File: src/common/lfpax_defs.svh
/*
 Constants of the load-flags, block-pointer and load-absolute execution block:
 register offsets, field positions, reset values and fixed codes.
 Assumes inclusion by bare name, after which the design uses the macros.
*/
// Behaviour
// - Byte bits 0-3 to flags if bit 10
// - Sum bits 29-31 to float modes if bit 11
// - R-field bits 10/11 qualify flag loads
// - Then final phase, set data-request interlock
// - Immediate value field to flags if bit 10
// - Immediate low bits to float modes if bit 11
// - Preparation sets memory request flag
// - First phase passes data through adder
// - Word bits 24-27 into block pointer
// - Pointer shows as status bits 56-59
// - Absent register block reads all ones
// - Halfword sign-extended, absolute value to R
// - Absolute result flags: zero 00, else 10
// - Word or its complement written to R
// - Most negative word flags overflow
// - Overflow with mask traps to 0x43
// - Word overflow sets flag 2
// - Preparation stores operand polarity flag
// - Program address through sum to counter
// - Adder preset pass or negate by sign
// - First phase sets write flag, request
// - Second phase writes R, flags 3/4
`ifndef LFPAX_DEFS_SVH
`define LFPAX_DEFS_SVH

// Register offsets
`define LFPAX_REG_STATUS    4'h0
`define LFPAX_REG_CTRL      4'h4
`define LFPAX_REG_SUM       4'h8

// Control register fields
`define LFPAX_CTRL_MASK_BIT 0
`define LFPAX_CTRL_BLK_LSB  4
`define LFPAX_CTRL_BLK_MSB  8

// Reset values
`define LFPAX_RST_BLOCKS    5'h10
`define LFPAX_RST_MASK      1'h0

// Instruction R-field bits (little-endian index within the 4-bit field)
`define LFPAX_RF_BIT10      1
`define LFPAX_RF_BIT11      0

// Sum bus fields, big-endian bits 24-27 and 29-31
`define LFPAX_S24_27_MSB    7
`define LFPAX_S24_27_LSB    4
`define LFPAX_S29           2
`define LFPAX_S30           1
`define LFPAX_S31           0

// Pointer position in the low status word (bits 56-59)
`define LFPAX_PSD_RP_LSB    4

// Fixed codes
`define LFPAX_TRAP_VECTOR   8'h43
`define LFPAX_MOST_NEG      32'h80000000
`define LFPAX_ALL_ONES      32'hffffffff

`endif

File: src/common/lfpax_pkg.sv
/*
 Types of the load-flags, block-pointer and load-absolute execution block.
 Assumes lfpax_defs.svh supplies the numeric constants.
*/
package lfpax_pkg;

    typedef enum logic [2:0] {
        LFPAX_K_FLAGS_BYTE = 3'h0,
        LFPAX_K_FLAGS_IMM  = 3'h1,
        LFPAX_K_BLOCK_PTR  = 3'h2,
        LFPAX_K_ABS_HALF   = 3'h3,
        LFPAX_K_ABS_WORD   = 3'h4
    } lfpax_kind_type;

    typedef enum logic [1:0] {
        LFPAX_IDLE = 2'h0,
        LFPAX_PH1  = 2'h1,
        LFPAX_PH2  = 2'h2,
        LFPAX_FINAL_PHASE = 2'h3
    } lfpax_phase_type;

    typedef enum logic [1:0] {
        LFPAX_ADD_PASS_D = 2'h0,
        LFPAX_ADD_NEG_D  = 2'h1,
        LFPAX_ADD_PASS_B = 2'h2
    } lfpax_adder_type;

    typedef struct packed {
        lfpax_phase_type phase;
        lfpax_kind_type  kind;
        logic            busy;
        logic [3:0]      rfield;
        logic [31:0]     d_reg;
        logic [31:0]     b_reg;
        logic [16:0]     p_reg;
        logic [31:0]     sum;
        lfpax_adder_type adder;
        logic [3:0]      cc;
        logic            fs;
        logic            fz;
        logic            float_normalize_flag;
        logic [3:0]      rp;
        logic            memory_request_flag;
        logic            data_request_interlock;
        logic            sw7;
        logic            program_addr_in_pc_flag;
        logic            pm_wr_flag;
        logic            ov;
        logic            rel_seen;
        logic            pm_we;
        logic [3:0]      pm_waddr;
        logic [31:0]     pm_wdata;
        logic            trap;
        logic [7:0]      trap_vec;
        logic            done;
        logic [31:0]     pm_rdata;
        logic            rel_s1;
        logic            rel_s2;
        logic            rel_s3;
        logic            arith_mask;
        logic [4:0]      blocks;
        logic [31:0]     rd_data;
        logic [31:0]     psd_low;
    } lfpax_state_type;

endpackage

File: src/hw/lfpax_exec.sv
/*
 Execution phases of load-flags (byte and immediate), load-block-pointer,
 load-absolute-halfword and load-absolute-word.
 Assumes the preparation logic gives a one-cycle start with operand, R field and
 program address, and that core memory returns an asynchronous data-release level.
*/
`include "lfpax_defs.svh"

module lfpax_exec (
    // Clock and reset
    input  wire logic                    i_clk_sys,
    input  wire logic                    i_rst,
    // Instruction start from preparation
    input  wire logic                    i_start,
    input  wire lfpax_pkg::lfpax_kind_type i_kind,
    input  wire logic [3:0]              i_rfield,
    input  wire logic [31:0]             i_operand,
    input  wire logic [31:0]             i_prog_addr,
    // Core memory
    input  wire logic                    i_data_release,
    // Private memory read path
    input  wire logic                    i_pm_rd_stb,
    input  wire logic [31:0]             i_pm_rdata,
    // Register port
    input  wire logic [3:0]              i_addr,
    input  wire logic [31:0]             i_wr_data,
    input  wire logic                    i_wr_stb,
    input  wire logic                    i_rd_stb,
    output logic [31:0]                  o_rd_data,
    // Processor state
    output logic                         o_busy,
    output logic                         o_done,
    output logic [3:0]                   o_cc,
    output logic                         o_float_significance_flag,
    output logic                         o_float_zero_flag,
    output logic                         o_float_normalize_flag,
    output logic [3:0]                   o_register_block_pointer,
    output logic [31:0]                  o_psd_low,
    output logic [16:0]                  o_p_reg,
    output logic [31:0]                  o_sum,
    output lfpax_pkg::lfpax_adder_type   o_adder_mode,
    output logic                         o_memory_request_flag,
    output logic                         o_data_request_interlock,
    output logic                         o_operand_polarity_flag,
    output logic                         o_program_addr_in_pc_flag,
    output logic                         o_pm_write_flag,
    // Private memory write and read result
    output logic                         o_pm_we,
    output logic [3:0]                   o_pm_waddr,
    output logic [31:0]                  o_pm_wdata,
    output logic [31:0]                  o_pm_rdata,
    // Trap
    output logic                         o_trap,
    output logic [7:0]                   o_trap_vector
);
    import lfpax_pkg::*;

    localparam lfpax_state_type ST_RST = '{
        phase      : LFPAX_IDLE,
        kind       : LFPAX_K_FLAGS_BYTE,
        adder      : LFPAX_ADD_PASS_D,
        arith_mask : `LFPAX_RST_MASK,
        blocks     : `LFPAX_RST_BLOCKS,
        default    : '0
    };

    lfpax_state_type s_q;
    lfpax_state_type s_d;
    logic [31:0]     sum_bus;
    logic            rel_pulse;
    logic [31:0]     op_in;

    function automatic logic [31:0] adder_out(
        input lfpax_adder_type mode,
        input logic [31:0]     d,
        input logic [31:0]     b
    );
        logic [31:0] r;
        r = d;
        unique case (mode)
            LFPAX_ADD_PASS_D: r = d;
            LFPAX_ADD_NEG_D:  r = (~d) + 32'h1;
            LFPAX_ADD_PASS_B: r = b;
            default:          r = d;
        endcase
        return r;
    endfunction

    function automatic logic is_abs(input lfpax_kind_type k);
        return (k == LFPAX_K_ABS_HALF) || (k == LFPAX_K_ABS_WORD);
    endfunction

    function automatic logic [31:0] operand_in(
        input lfpax_kind_type k,
        input logic [31:0]    op
    );
        logic [31:0] r;
        r = op;
        unique case (k)
            LFPAX_K_FLAGS_BYTE: r = {24'h0, op[7:0]};
            LFPAX_K_FLAGS_IMM:  r = {{12{op[19]}}, op[19:0]};
            LFPAX_K_BLOCK_PTR:  r = op;
            LFPAX_K_ABS_HALF:   r = {{16{op[15]}}, op[15:0]};
            LFPAX_K_ABS_WORD:   r = op;
            default:            r = op;
        endcase
        return r;
    endfunction

    assign sum_bus   = adder_out(s_q.adder, s_q.d_reg, s_q.b_reg);
    assign op_in     = operand_in(i_kind, i_operand);
    assign rel_pulse = s_q.rel_s2 & ~s_q.rel_s3;

    always_comb begin
        s_d          = s_q;
        s_d.pm_we    = 1'b0;
        s_d.trap     = 1'b0;
        s_d.done     = 1'b0;
        s_d.rd_data  = 32'h0;

        // Data release synchroniser
        s_d.rel_s1 = i_data_release;
        s_d.rel_s2 = s_q.rel_s1;
        s_d.rel_s3 = s_q.rel_s2;
        if (s_q.busy && rel_pulse) begin
            s_d.rel_seen = 1'b1;
        end

        // Register writes
        if (i_wr_stb && (i_addr == `LFPAX_REG_CTRL)) begin
            s_d.arith_mask = i_wr_data[`LFPAX_CTRL_MASK_BIT];
            s_d.blocks     = i_wr_data[`LFPAX_CTRL_BLK_MSB:`LFPAX_CTRL_BLK_LSB];
        end

        // Register reads, data in the next cycle
        if (i_rd_stb) begin
            unique case (i_addr)
                `LFPAX_REG_STATUS: s_d.rd_data = {16'h0, s_q.rp, 1'b0, s_q.fs, s_q.fz,
                                                  s_q.float_normalize_flag, s_q.cc, s_q.busy, s_q.ov,
                                                  s_q.phase};
                `LFPAX_REG_CTRL:   s_d.rd_data = {23'h0, s_q.blocks, 3'h0, s_q.arith_mask};
                `LFPAX_REG_SUM:    s_d.rd_data = s_q.sum;
                default:           s_d.rd_data = 32'h0;
            endcase
        end

        if (i_pm_rd_stb) begin
            s_d.pm_rdata = ({1'b0, s_q.rp} >= s_q.blocks) ? `LFPAX_ALL_ONES : i_pm_rdata;
        end

        unique case (s_q.phase)
            LFPAX_IDLE: begin
                if (i_start) begin
                    s_d.busy     = 1'b1;
                    s_d.kind     = i_kind;
                    s_d.rfield   = i_rfield;
                    s_d.d_reg    = op_in;
                    s_d.b_reg    = i_prog_addr;
                    s_d.ov       = 1'b0;
                    s_d.rel_seen = 1'b0;
                    s_d.phase    = LFPAX_PH1;
                    if (is_abs(i_kind)) begin
                        s_d.sw7   = ~op_in[31];
                        s_d.adder = LFPAX_ADD_PASS_B;
                    end else begin
                        s_d.adder = LFPAX_ADD_PASS_D;
                        s_d.memory_request_flag   = 1'b1;
                    end
                end
            end
            LFPAX_PH1: begin
                s_d.sum = sum_bus;
                if (is_abs(s_q.kind)) begin
                    s_d.p_reg      = sum_bus[16:0];
                    s_d.program_addr_in_pc_flag        = 1'b1;
                    s_d.adder      = s_q.sw7 ? LFPAX_ADD_PASS_D : LFPAX_ADD_NEG_D;
                    s_d.pm_wr_flag = 1'b1;
                    s_d.memory_request_flag        = 1'b1;
                    s_d.phase      = LFPAX_PH2;
                end else begin
                    if (s_q.kind == LFPAX_K_BLOCK_PTR) begin
                        s_d.rp = sum_bus[`LFPAX_S24_27_MSB:`LFPAX_S24_27_LSB];
                    end else begin
                        if (s_q.rfield[`LFPAX_RF_BIT10]) begin
                            s_d.cc = sum_bus[`LFPAX_S24_27_MSB:`LFPAX_S24_27_LSB];
                        end
                        if (s_q.rfield[`LFPAX_RF_BIT11]) begin
                            s_d.fs  = sum_bus[`LFPAX_S29];
                            s_d.fz  = sum_bus[`LFPAX_S30];
                            s_d.float_normalize_flag = sum_bus[`LFPAX_S31];
                        end
                    end
                    s_d.data_request_interlock   = 1'b1;
                    s_d.phase = LFPAX_FINAL_PHASE;
                end
            end
            LFPAX_PH2: begin
                s_d.sum        = sum_bus;
                s_d.pm_we      = 1'b1;
                s_d.pm_waddr   = s_q.rfield;
                s_d.pm_wdata   = sum_bus;
                s_d.pm_wr_flag = 1'b0;
                s_d.ov = (s_q.kind == LFPAX_K_ABS_WORD) &&
                         (s_q.d_reg == `LFPAX_MOST_NEG);
                s_d.cc[2] = (s_q.kind == LFPAX_K_ABS_WORD) &&
                            (s_q.d_reg == `LFPAX_MOST_NEG);
                s_d.cc[1] = |sum_bus;
                s_d.cc[0] = 1'b0;
                s_d.data_request_interlock   = 1'b1;
                s_d.phase = LFPAX_FINAL_PHASE;
            end
            LFPAX_FINAL_PHASE: begin
                if (rel_pulse || s_q.rel_seen) begin
                    s_d.data_request_interlock      = 1'b0;
                    s_d.memory_request_flag      = 1'b0;
                    s_d.program_addr_in_pc_flag      = 1'b0;
                    s_d.rel_seen = 1'b0;
                    s_d.busy     = 1'b0;
                    s_d.done     = 1'b1;
                    s_d.phase    = LFPAX_IDLE;
                    if (s_q.ov && s_q.arith_mask) begin
                        s_d.trap     = 1'b1;
                        s_d.trap_vec = `LFPAX_TRAP_VECTOR;
                    end
                end
            end
        endcase

        s_d.psd_low = {24'h0, s_d.rp, 4'h0};
    end

    always_ff @(posedge i_clk_sys or posedge i_rst) begin
        if (i_rst) begin
            s_q <= ST_RST;
        end else begin
            s_q <= s_d;
        end
    end

    assign o_rd_data                 = s_q.rd_data;
    assign o_busy                    = s_q.busy;
    assign o_done                    = s_q.done;
    assign o_cc                      = s_q.cc;
    assign o_float_significance_flag = s_q.fs;
    assign o_float_zero_flag         = s_q.fz;
    assign o_float_normalize_flag    = s_q.float_normalize_flag;
    assign o_register_block_pointer  = s_q.rp;
    assign o_psd_low                 = s_q.psd_low;
    assign o_p_reg                   = s_q.p_reg;
    assign o_sum                     = s_q.sum;
    assign o_adder_mode              = s_q.adder;
    assign o_memory_request_flag     = s_q.memory_request_flag;
    assign o_data_request_interlock  = s_q.data_request_interlock;
    assign o_operand_polarity_flag   = s_q.sw7;
    assign o_program_addr_in_pc_flag = s_q.program_addr_in_pc_flag;
    assign o_pm_write_flag           = s_q.pm_wr_flag;
    assign o_pm_we                   = s_q.pm_we;
    assign o_pm_waddr                = s_q.pm_waddr;
    assign o_pm_wdata                = s_q.pm_wdata;
    assign o_pm_rdata                = s_q.pm_rdata;
    assign o_trap                    = s_q.trap;
    assign o_trap_vector             = s_q.trap_vec;

endmodule // lfpax_exec

File: config.mk
export PLATFORM = sky130hd
export DESIGN_NAME = lfpax_exec
export DESIGN_NICKNAME = d
export VERILOG_FILES = /design/src/common/lfpax_pkg.sv /design/src/hw/lfpax_exec.sv
export VERILOG_INCLUDE_DIRS = /design/src /design/src/common
export SDC_FILE = /design/constraint.sdc
export NUM_CORES = 1
export LEC_CHECK = 0
export BUFFER_PORTS_ARGS = -buffer_cell sky130_fd_sc_hd__buf_2
export CORE_MARGIN = 8
export CORE_UTILIZATION = 35
export CTS_BUF_LIST = sky130_fd_sc_hd__clkbuf_8
export CTS_CLUSTER_DIAMETER = 120
export DETAILED_ROUTE_END_ITERATION = 8
export PLACE_DENSITY = 0.68
export SLEW_MARGIN = 20
export SYNTH_ARGS = -nofsm -noshare
export SYNTH_HDL_FRONTEND = slang
export SYNTH_SLANG_ARGS = --single-unit
File: constraint.sdc
create_clock -name i_clk_sys -period 18.7 [get_ports i_clk_sys]
set_input_delay 0.935 -clock i_clk_sys [delete_from_list [all_inputs] [get_ports i_clk_sys]]
set_output_delay 0.935 -clock i_clk_sys [all_outputs]
set_load 0.02 [all_outputs]
Word-level counts from Yosys, hierarchy flattened:

Index checks and enable logic that the tools add are counted.

* input bits: 146
* register bits after elaboration: 256
* output and inout bits: 211

* bitwise operators: 6
* muxes and demuxes: 41
* equality and inequality tests: 21
* add/subtract/negate cells: 1
* reductions and logical operators: 35
* order comparisons: 1

Operators with widths (count)
* $pmux W32 S3: 2
* $mux W74: 1
* $mux W32: 2
* $pmux W32 S2: 1
* $mux W37: 1
* $add A32 B1 Y32 const B: 1
* $eq A32 B32 Y1 const B: 1
* $not A32 Y32: 1
* $reduce_or A32 Y1: 1
* $mux W10: 3
* $reduce_and A3 Y1: 7
* $ne A2 B2 Y1 const B: 7
* $mux W2: 6
* $reduce_and A4 Y1: 3
* $pmux W1 S2: 5
* $reduce_and A2 Y1: 5
* $reduce_bool A2 Y1: 5
* $eq A3 B2 Y1 const B: 3
* $mux W1: 9
* $mux W9: 1
* $mux W4: 2
* $pmux W2 S4: 1
* $eq A2 B2 Y1 const B: 3
* $eq A3 B3 Y1 const B: 2
* other kinds (20): 32

Depth between registers and ports, before layout:

* word-level depth: 7
* depth in mapped cells: 12

Least setup slack after synthesis:

No wires, ideal clock.

* path type: register to register
* start point: register s_q, in the netlist o_adder_mode[0]
* end point: register s_q, in the netlist o_cc[1]
* path buffers: 1
* path slack: 15881 ps
* stages on the path, launching flop included: 12
* arrival: 2689 ps
* period minus slack after synthesis: 2819 ps
* setup time: 130 ps
* path through: dfrtp_1 -> inv_1 -> ha_1 -> clkbuf_1 -> nor2b_1 -> a21oi_1 -> nand2_1 -> nor4b_1 -> o2111ai_1 -> or4_1 -> nor4_2 -> a31oi_1

* cells in the longest elaborated chain, start to end: 6
* elaborated cells on any way between the ends: 8

RTL lines
* start, declared: line lfpax_exec.sv:67 `lfpax_state_type s_q;`
* start signal, assigned: line lfpax_exec.sv:234 `s_q <= ST_RST;`
* start signal, assigned: line lfpax_exec.sv:236 `s_q <= s_d;`
* $eq A2 B2 Y1 or $eq A2 B1 Y1 (tied branches): line lfpax_exec.sv:80 `unique case (mode)`
* $pmux W32 S2 *: line lfpax_exec.sv:80
* $mux W3: line lfpax_exec.sv:184 `` if (s_q.rfield[`LFPAX_RF_BIT10]) begin ``
* $mux W6: line lfpax_exec.sv:181 `if (s_q.kind == LFPAX_K_BLOCK_PTR) begin`
* $mux W10: line lfpax_exec.sv:173 `if (is_abs(s_q.kind)) begin`
* $pmux W3 S2 *: line lfpax_exec.sv:151 `unique case (s_q.phase)`

Every way passes the cells marked *; elsewhere a longest branch is shown, timed or not. The select of a mux whose other input is x is not followed.
A chain may end at the register's enable or synchronous reset.

Worst setup path after layout:

Same ends and word-level chain as after synthesis.

==> results.txt <==
count of final max-slew check failures: 0
iteration count of the initial detailed-routing pass: 7
H-tree lvl count: 2
number of flip-flops in the largest register: 82
highest cell delay on the worst timing path: 0.74 ns
power dissipated by switching net loads: 1.25 mW
number of buffers inserted by post-CTS setup repair: 0
Non-Filler Cell Area, Final: 0.0143 mm²
instance area after placement: 0.0133 mm²
TritonCTS clock tree: built
CTS sink count: 256
setup repair after global routing missed its margin: no
Via-to-Cell Ratio: 5.07
area fraction of the dominant cell type after synthesis: 50.3%
overflow left after global routing: 0
final setup TNS: 0 ns
arrival time of data at the critical path endpoint: 4.29 ns
switching share of power: 45.5%
starting DRC count in detailed routing: 778
number of global-route vias before repair: 9956
Routed wire per std cell: 20.3 µm
overall routed net length: 39.7 mm
slowest stage cell, crit path: sky130_fd_sc_hd__nor3_2
total I/O pin count: 357
Core Footprint: 0.0357 mm²
number of standard cells after synthesis: 1336
maximum capacitance violations: 0
worst slew margin relative to its limit: 22.1%
count of hold-fix buffers inserted at cts: 0
ys async rst share: 100%
Worst Clk Skew: 0.0273 ns
die boundary height: 206 µm
kind of path behind the tightest hold check: reg2reg
PostCTS Resize Cnt: 0
number of buffers added by the clock tree synthesis step: 46
Max IR drop VDD: 0.0767 mV
post-CTS clock slew at the launch and capture registers of the worst setup and hold paths: 0.06 ns
Die Wd: 206 µm
Layout Area Growth over Synthesis: 12.4%
cell internal power dissipation: 1.50 mW
Synth area leader: sky130_fd_sc_hd__dfrtp_1
total setup violations reported at the end of the flow: 0
pin count of the biggest net entering global routing: 111
GP Congestion: 0.877
number of enable flip-flop cells after synthesis: 0
total die area: 0.0426 mm²
mean instance size in the synthesized netlist: 9.49 µm²
GRT Overall Usage: 18.2%
wire length of the first global-routing pass: 59.1 mm
clock latency on the worst-skew pair: 0.61 ns
crit path capture type: flip-flop
cell area after synthesis: 0.0127 mm²
leakage dissipation: 6.95 nW
number of hold-slack violations in the final timing report: 0
num rows: 69
cells traversed along the worst timing path: inv_1 -> ha_1 -> buf_4 -> nand2b_1 -> a311oi_1 -> nor3_2 -> and2_1 -> o2111a_1 -> nand4_1 -> nor4_2 -> a31oi_1
number of DRC violations after detailed routing: 0
post-layout power: 2.76 mW
root buf cell: sky130_fd_sc_hd__clkbuf_8
fraction of power consumed by sequential logic: 35.9%
via total after detailed routing: 9921
family with the most delay on the worst path: simple AND/OR/NAND/NOR gates
WP data required: 19.18 ns
number of warnings issued by yosys: 0
count of antenna-violating nets left after detailed routing: 0
HPWL reported at the end of detailed placement: 29.2 mm
number of buffers inserted by port buffering: 297
maximum frequency from static timing analysis: 262 MHz
maximum count of clock buffers along a single path: 3
buffers plus inverters on the worst setup path: 2
Initial Utilization: 35.6%
top cells by area, synth: sky130_fd_sc_hd__dfrtp_1, sky130_fd_sc_hd__buf_4, sky130_fd_sc_hd__nand2_1
number of storage elements in the synthesis netlist: 256
classification of the worst setup path: reg2reg
count of different cell masters after synthesis: 67
final cycle utilization of the critical path: 20.4%
post-layout net count: 1617
fraction of final layout cells with drive strength greater than 1: 29.2%
Power Density: 193 mW/mm²
transition time at the pin with the least slew margin: 1.16 ns
fillers: 3570
initial antenna violation count: 3
sequential element share of the synthesized area: 50.5%
Reg with most FFs: s_q
clock network fraction of design power: 20.1%
dominant register cell in the synthesized netlist: sky130_fd_sc_hd__dfrtp_1
outcome: finished clean
startpoint class of the critical path: flip-flop
final critical delay including setup and external delays: 3.81 ns
combinational share of power: 44.0%
largest driver fanout on the critical path: 47
## worst reg2reg max path, delay by kind of cell (launching register included)
family / cells / cell delay [ns]
simple gates: 5 / 2.11
buf+inv: 2 / 0.50
compound gates: 3 / 0.44
flops: 1 / 0.39
fa+ha+maj: 1 / 0.27
## final cells by class
| cell class | count | area [µm²] | share of cell area [%] |
|---|---|---|---|
| Antenna cell | 2 | 5.00 | 0.0351 |
| Tap cell | 461 | 577 | 4.05 |
| Clock buffer | 61 | 840 | 5.89 |
| Sequential cell | 256 | 6410 | 44.9 |
| Inverter | 26 | 105 | 0.737 |
| Clock inverter | 20 | 135 | 0.948 |
| Multi-Input combinational cell | 816 | 4570 | 32.1 |
| Timing Repair Buffer | 314 | 1620 | 11.3 |
## stage by stage
step	utilization [%]	instances	setup slack, ns	hold slack [ns]
floorplan	-	1368	10.72	0.331
global placement	37.2	1873	14.95	0.336
detailed placement	37.2	1873	14.91	0.337
CTS	39.9	1954	14.92	0.349
global route	40.0	1955	14.62	0.369
finish	40.0	1956	14.89	0.350
## final timing paths
check                           startpoint       endpoint  slack, ns  cells past startpoint
max in group asynchronous            i_rst  o_pm_waddr[0]      16.79                      3
max reg2reg                o_adder_mode[0]        o_cc[1]      14.89                     11
max                        o_adder_mode[0]        o_cc[1]      14.89                     11
min reg2reg                        s_d[71]        s_d[70]       0.35                      0
min                                s_d[71]        s_d[70]       0.35                      0
min in group asynchronous            i_rst  o_rd_data[28]       0.50                      2
## metal layers
layer	GRT usage, %	routed length, µm
met1	23.1	16600
met3	6.58	4070
met2	28.1	17700
met4	7.02	1300
met5	0	20
## cells by family (layout without fill, tap and decap cells)
group                      Yosys count  in the layout  share of synthesized area (%)
xor gates and xnor gates             5              5                          0.345
and+or+nand+nor                    464            464                           16.4
AOI/OAI and AO/OA                  272            272                           14.2
adders and majority gates           11             11                           1.09
muxes                               31             31                           2.72
other                                1             35                         0.0296
DFF                                256            256                           50.5
buffers and inverters              296            421                           14.7
## synth_stat cells, drive strengths merged, types with 10 or more instances
cell type,number
a21o,11
nor4,10
clkbuf,65
a21oi,98
inv,25
and3,24
o21ai,44
nor2,115
mux2,28
a211oi,10
dfrtp,255
ha,11
o22a,32
a22oi,12
buf,205
nand2,236
nor3,15
## placed cells by master (no fill, tap or decap), types with 5 or more instances in the layout
cell | Yosys | layout
sky130_fd_sc_hd__buf_2 | 1 | 297
sky130_fd_sc_hd__dfrtp_1 | 255 | 255
sky130_fd_sc_hd__nand2_1 | 236 | 236
sky130_fd_sc_hd__nor2_1 | 115 | 115
sky130_fd_sc_hd__a21oi_1 | 98 | 98
sky130_fd_sc_hd__clkbuf_8 | 0 | 61
sky130_fd_sc_hd__o21ai_0 | 43 | 43
sky130_fd_sc_hd__inv_1 | 25 | 36
sky130_fd_sc_hd__conb_1 | 1 | 33
sky130_fd_sc_hd__o22a_1 | 32 | 32
sky130_fd_sc_hd__mux2_2 | 28 | 28
sky130_fd_sc_hd__and3_1 | 23 | 23
sky130_fd_sc_hd__buf_4 | 199 | 16
sky130_fd_sc_hd__nor3_1 | 14 | 13
sky130_fd_sc_hd__a22oi_1 | 12 | 12
sky130_fd_sc_hd__a21o_1 | 11 | 11
sky130_fd_sc_hd__a211oi_1 | 10 | 10
sky130_fd_sc_hd__nand3_1 | 9 | 9
sky130_fd_sc_hd__a222oi_1 | 9 | 9
sky130_fd_sc_hd__ha_1 | 11 | 9
sky130_fd_sc_hd__a311oi_1 | 8 | 8
sky130_fd_sc_hd__nor4_1 | 9 | 8
sky130_fd_sc_hd__nor3b_1 | 7 | 7
sky130_fd_sc_hd__a22o_1 | 7 | 7
sky130_fd_sc_hd__o21a_1 | 6 | 6
sky130_fd_sc_hd__nand4_1 | 6 | 6
sky130_fd_sc_hd__clkinv_2 | 0 | 6
sky130_fd_sc_hd__and2_1 | 6 | 5
sky130_fd_sc_hd__o31ai_1 | 5 | 5
sky130_fd_sc_hd__or3_1 | 5 | 5
sky130_fd_sc_hd__xnor2_1 | 5 | 5
sky130_fd_sc_hd__a31oi_1 | 5 | 5
## power groups by stage
stage          clock, mW  sequential, mW  combinational [mW]
5_1_grt            0.599            1.02                1.34
6_report           0.554           0.989                1.21
2_1_floorplan          0           0.918                1.00
3_3_place_gp           0           0.988                1.20
3_5_place_dp           0           0.997                1.22
4_1_cts            0.572           0.989                1.23
(Power assumes the default switching activity.)
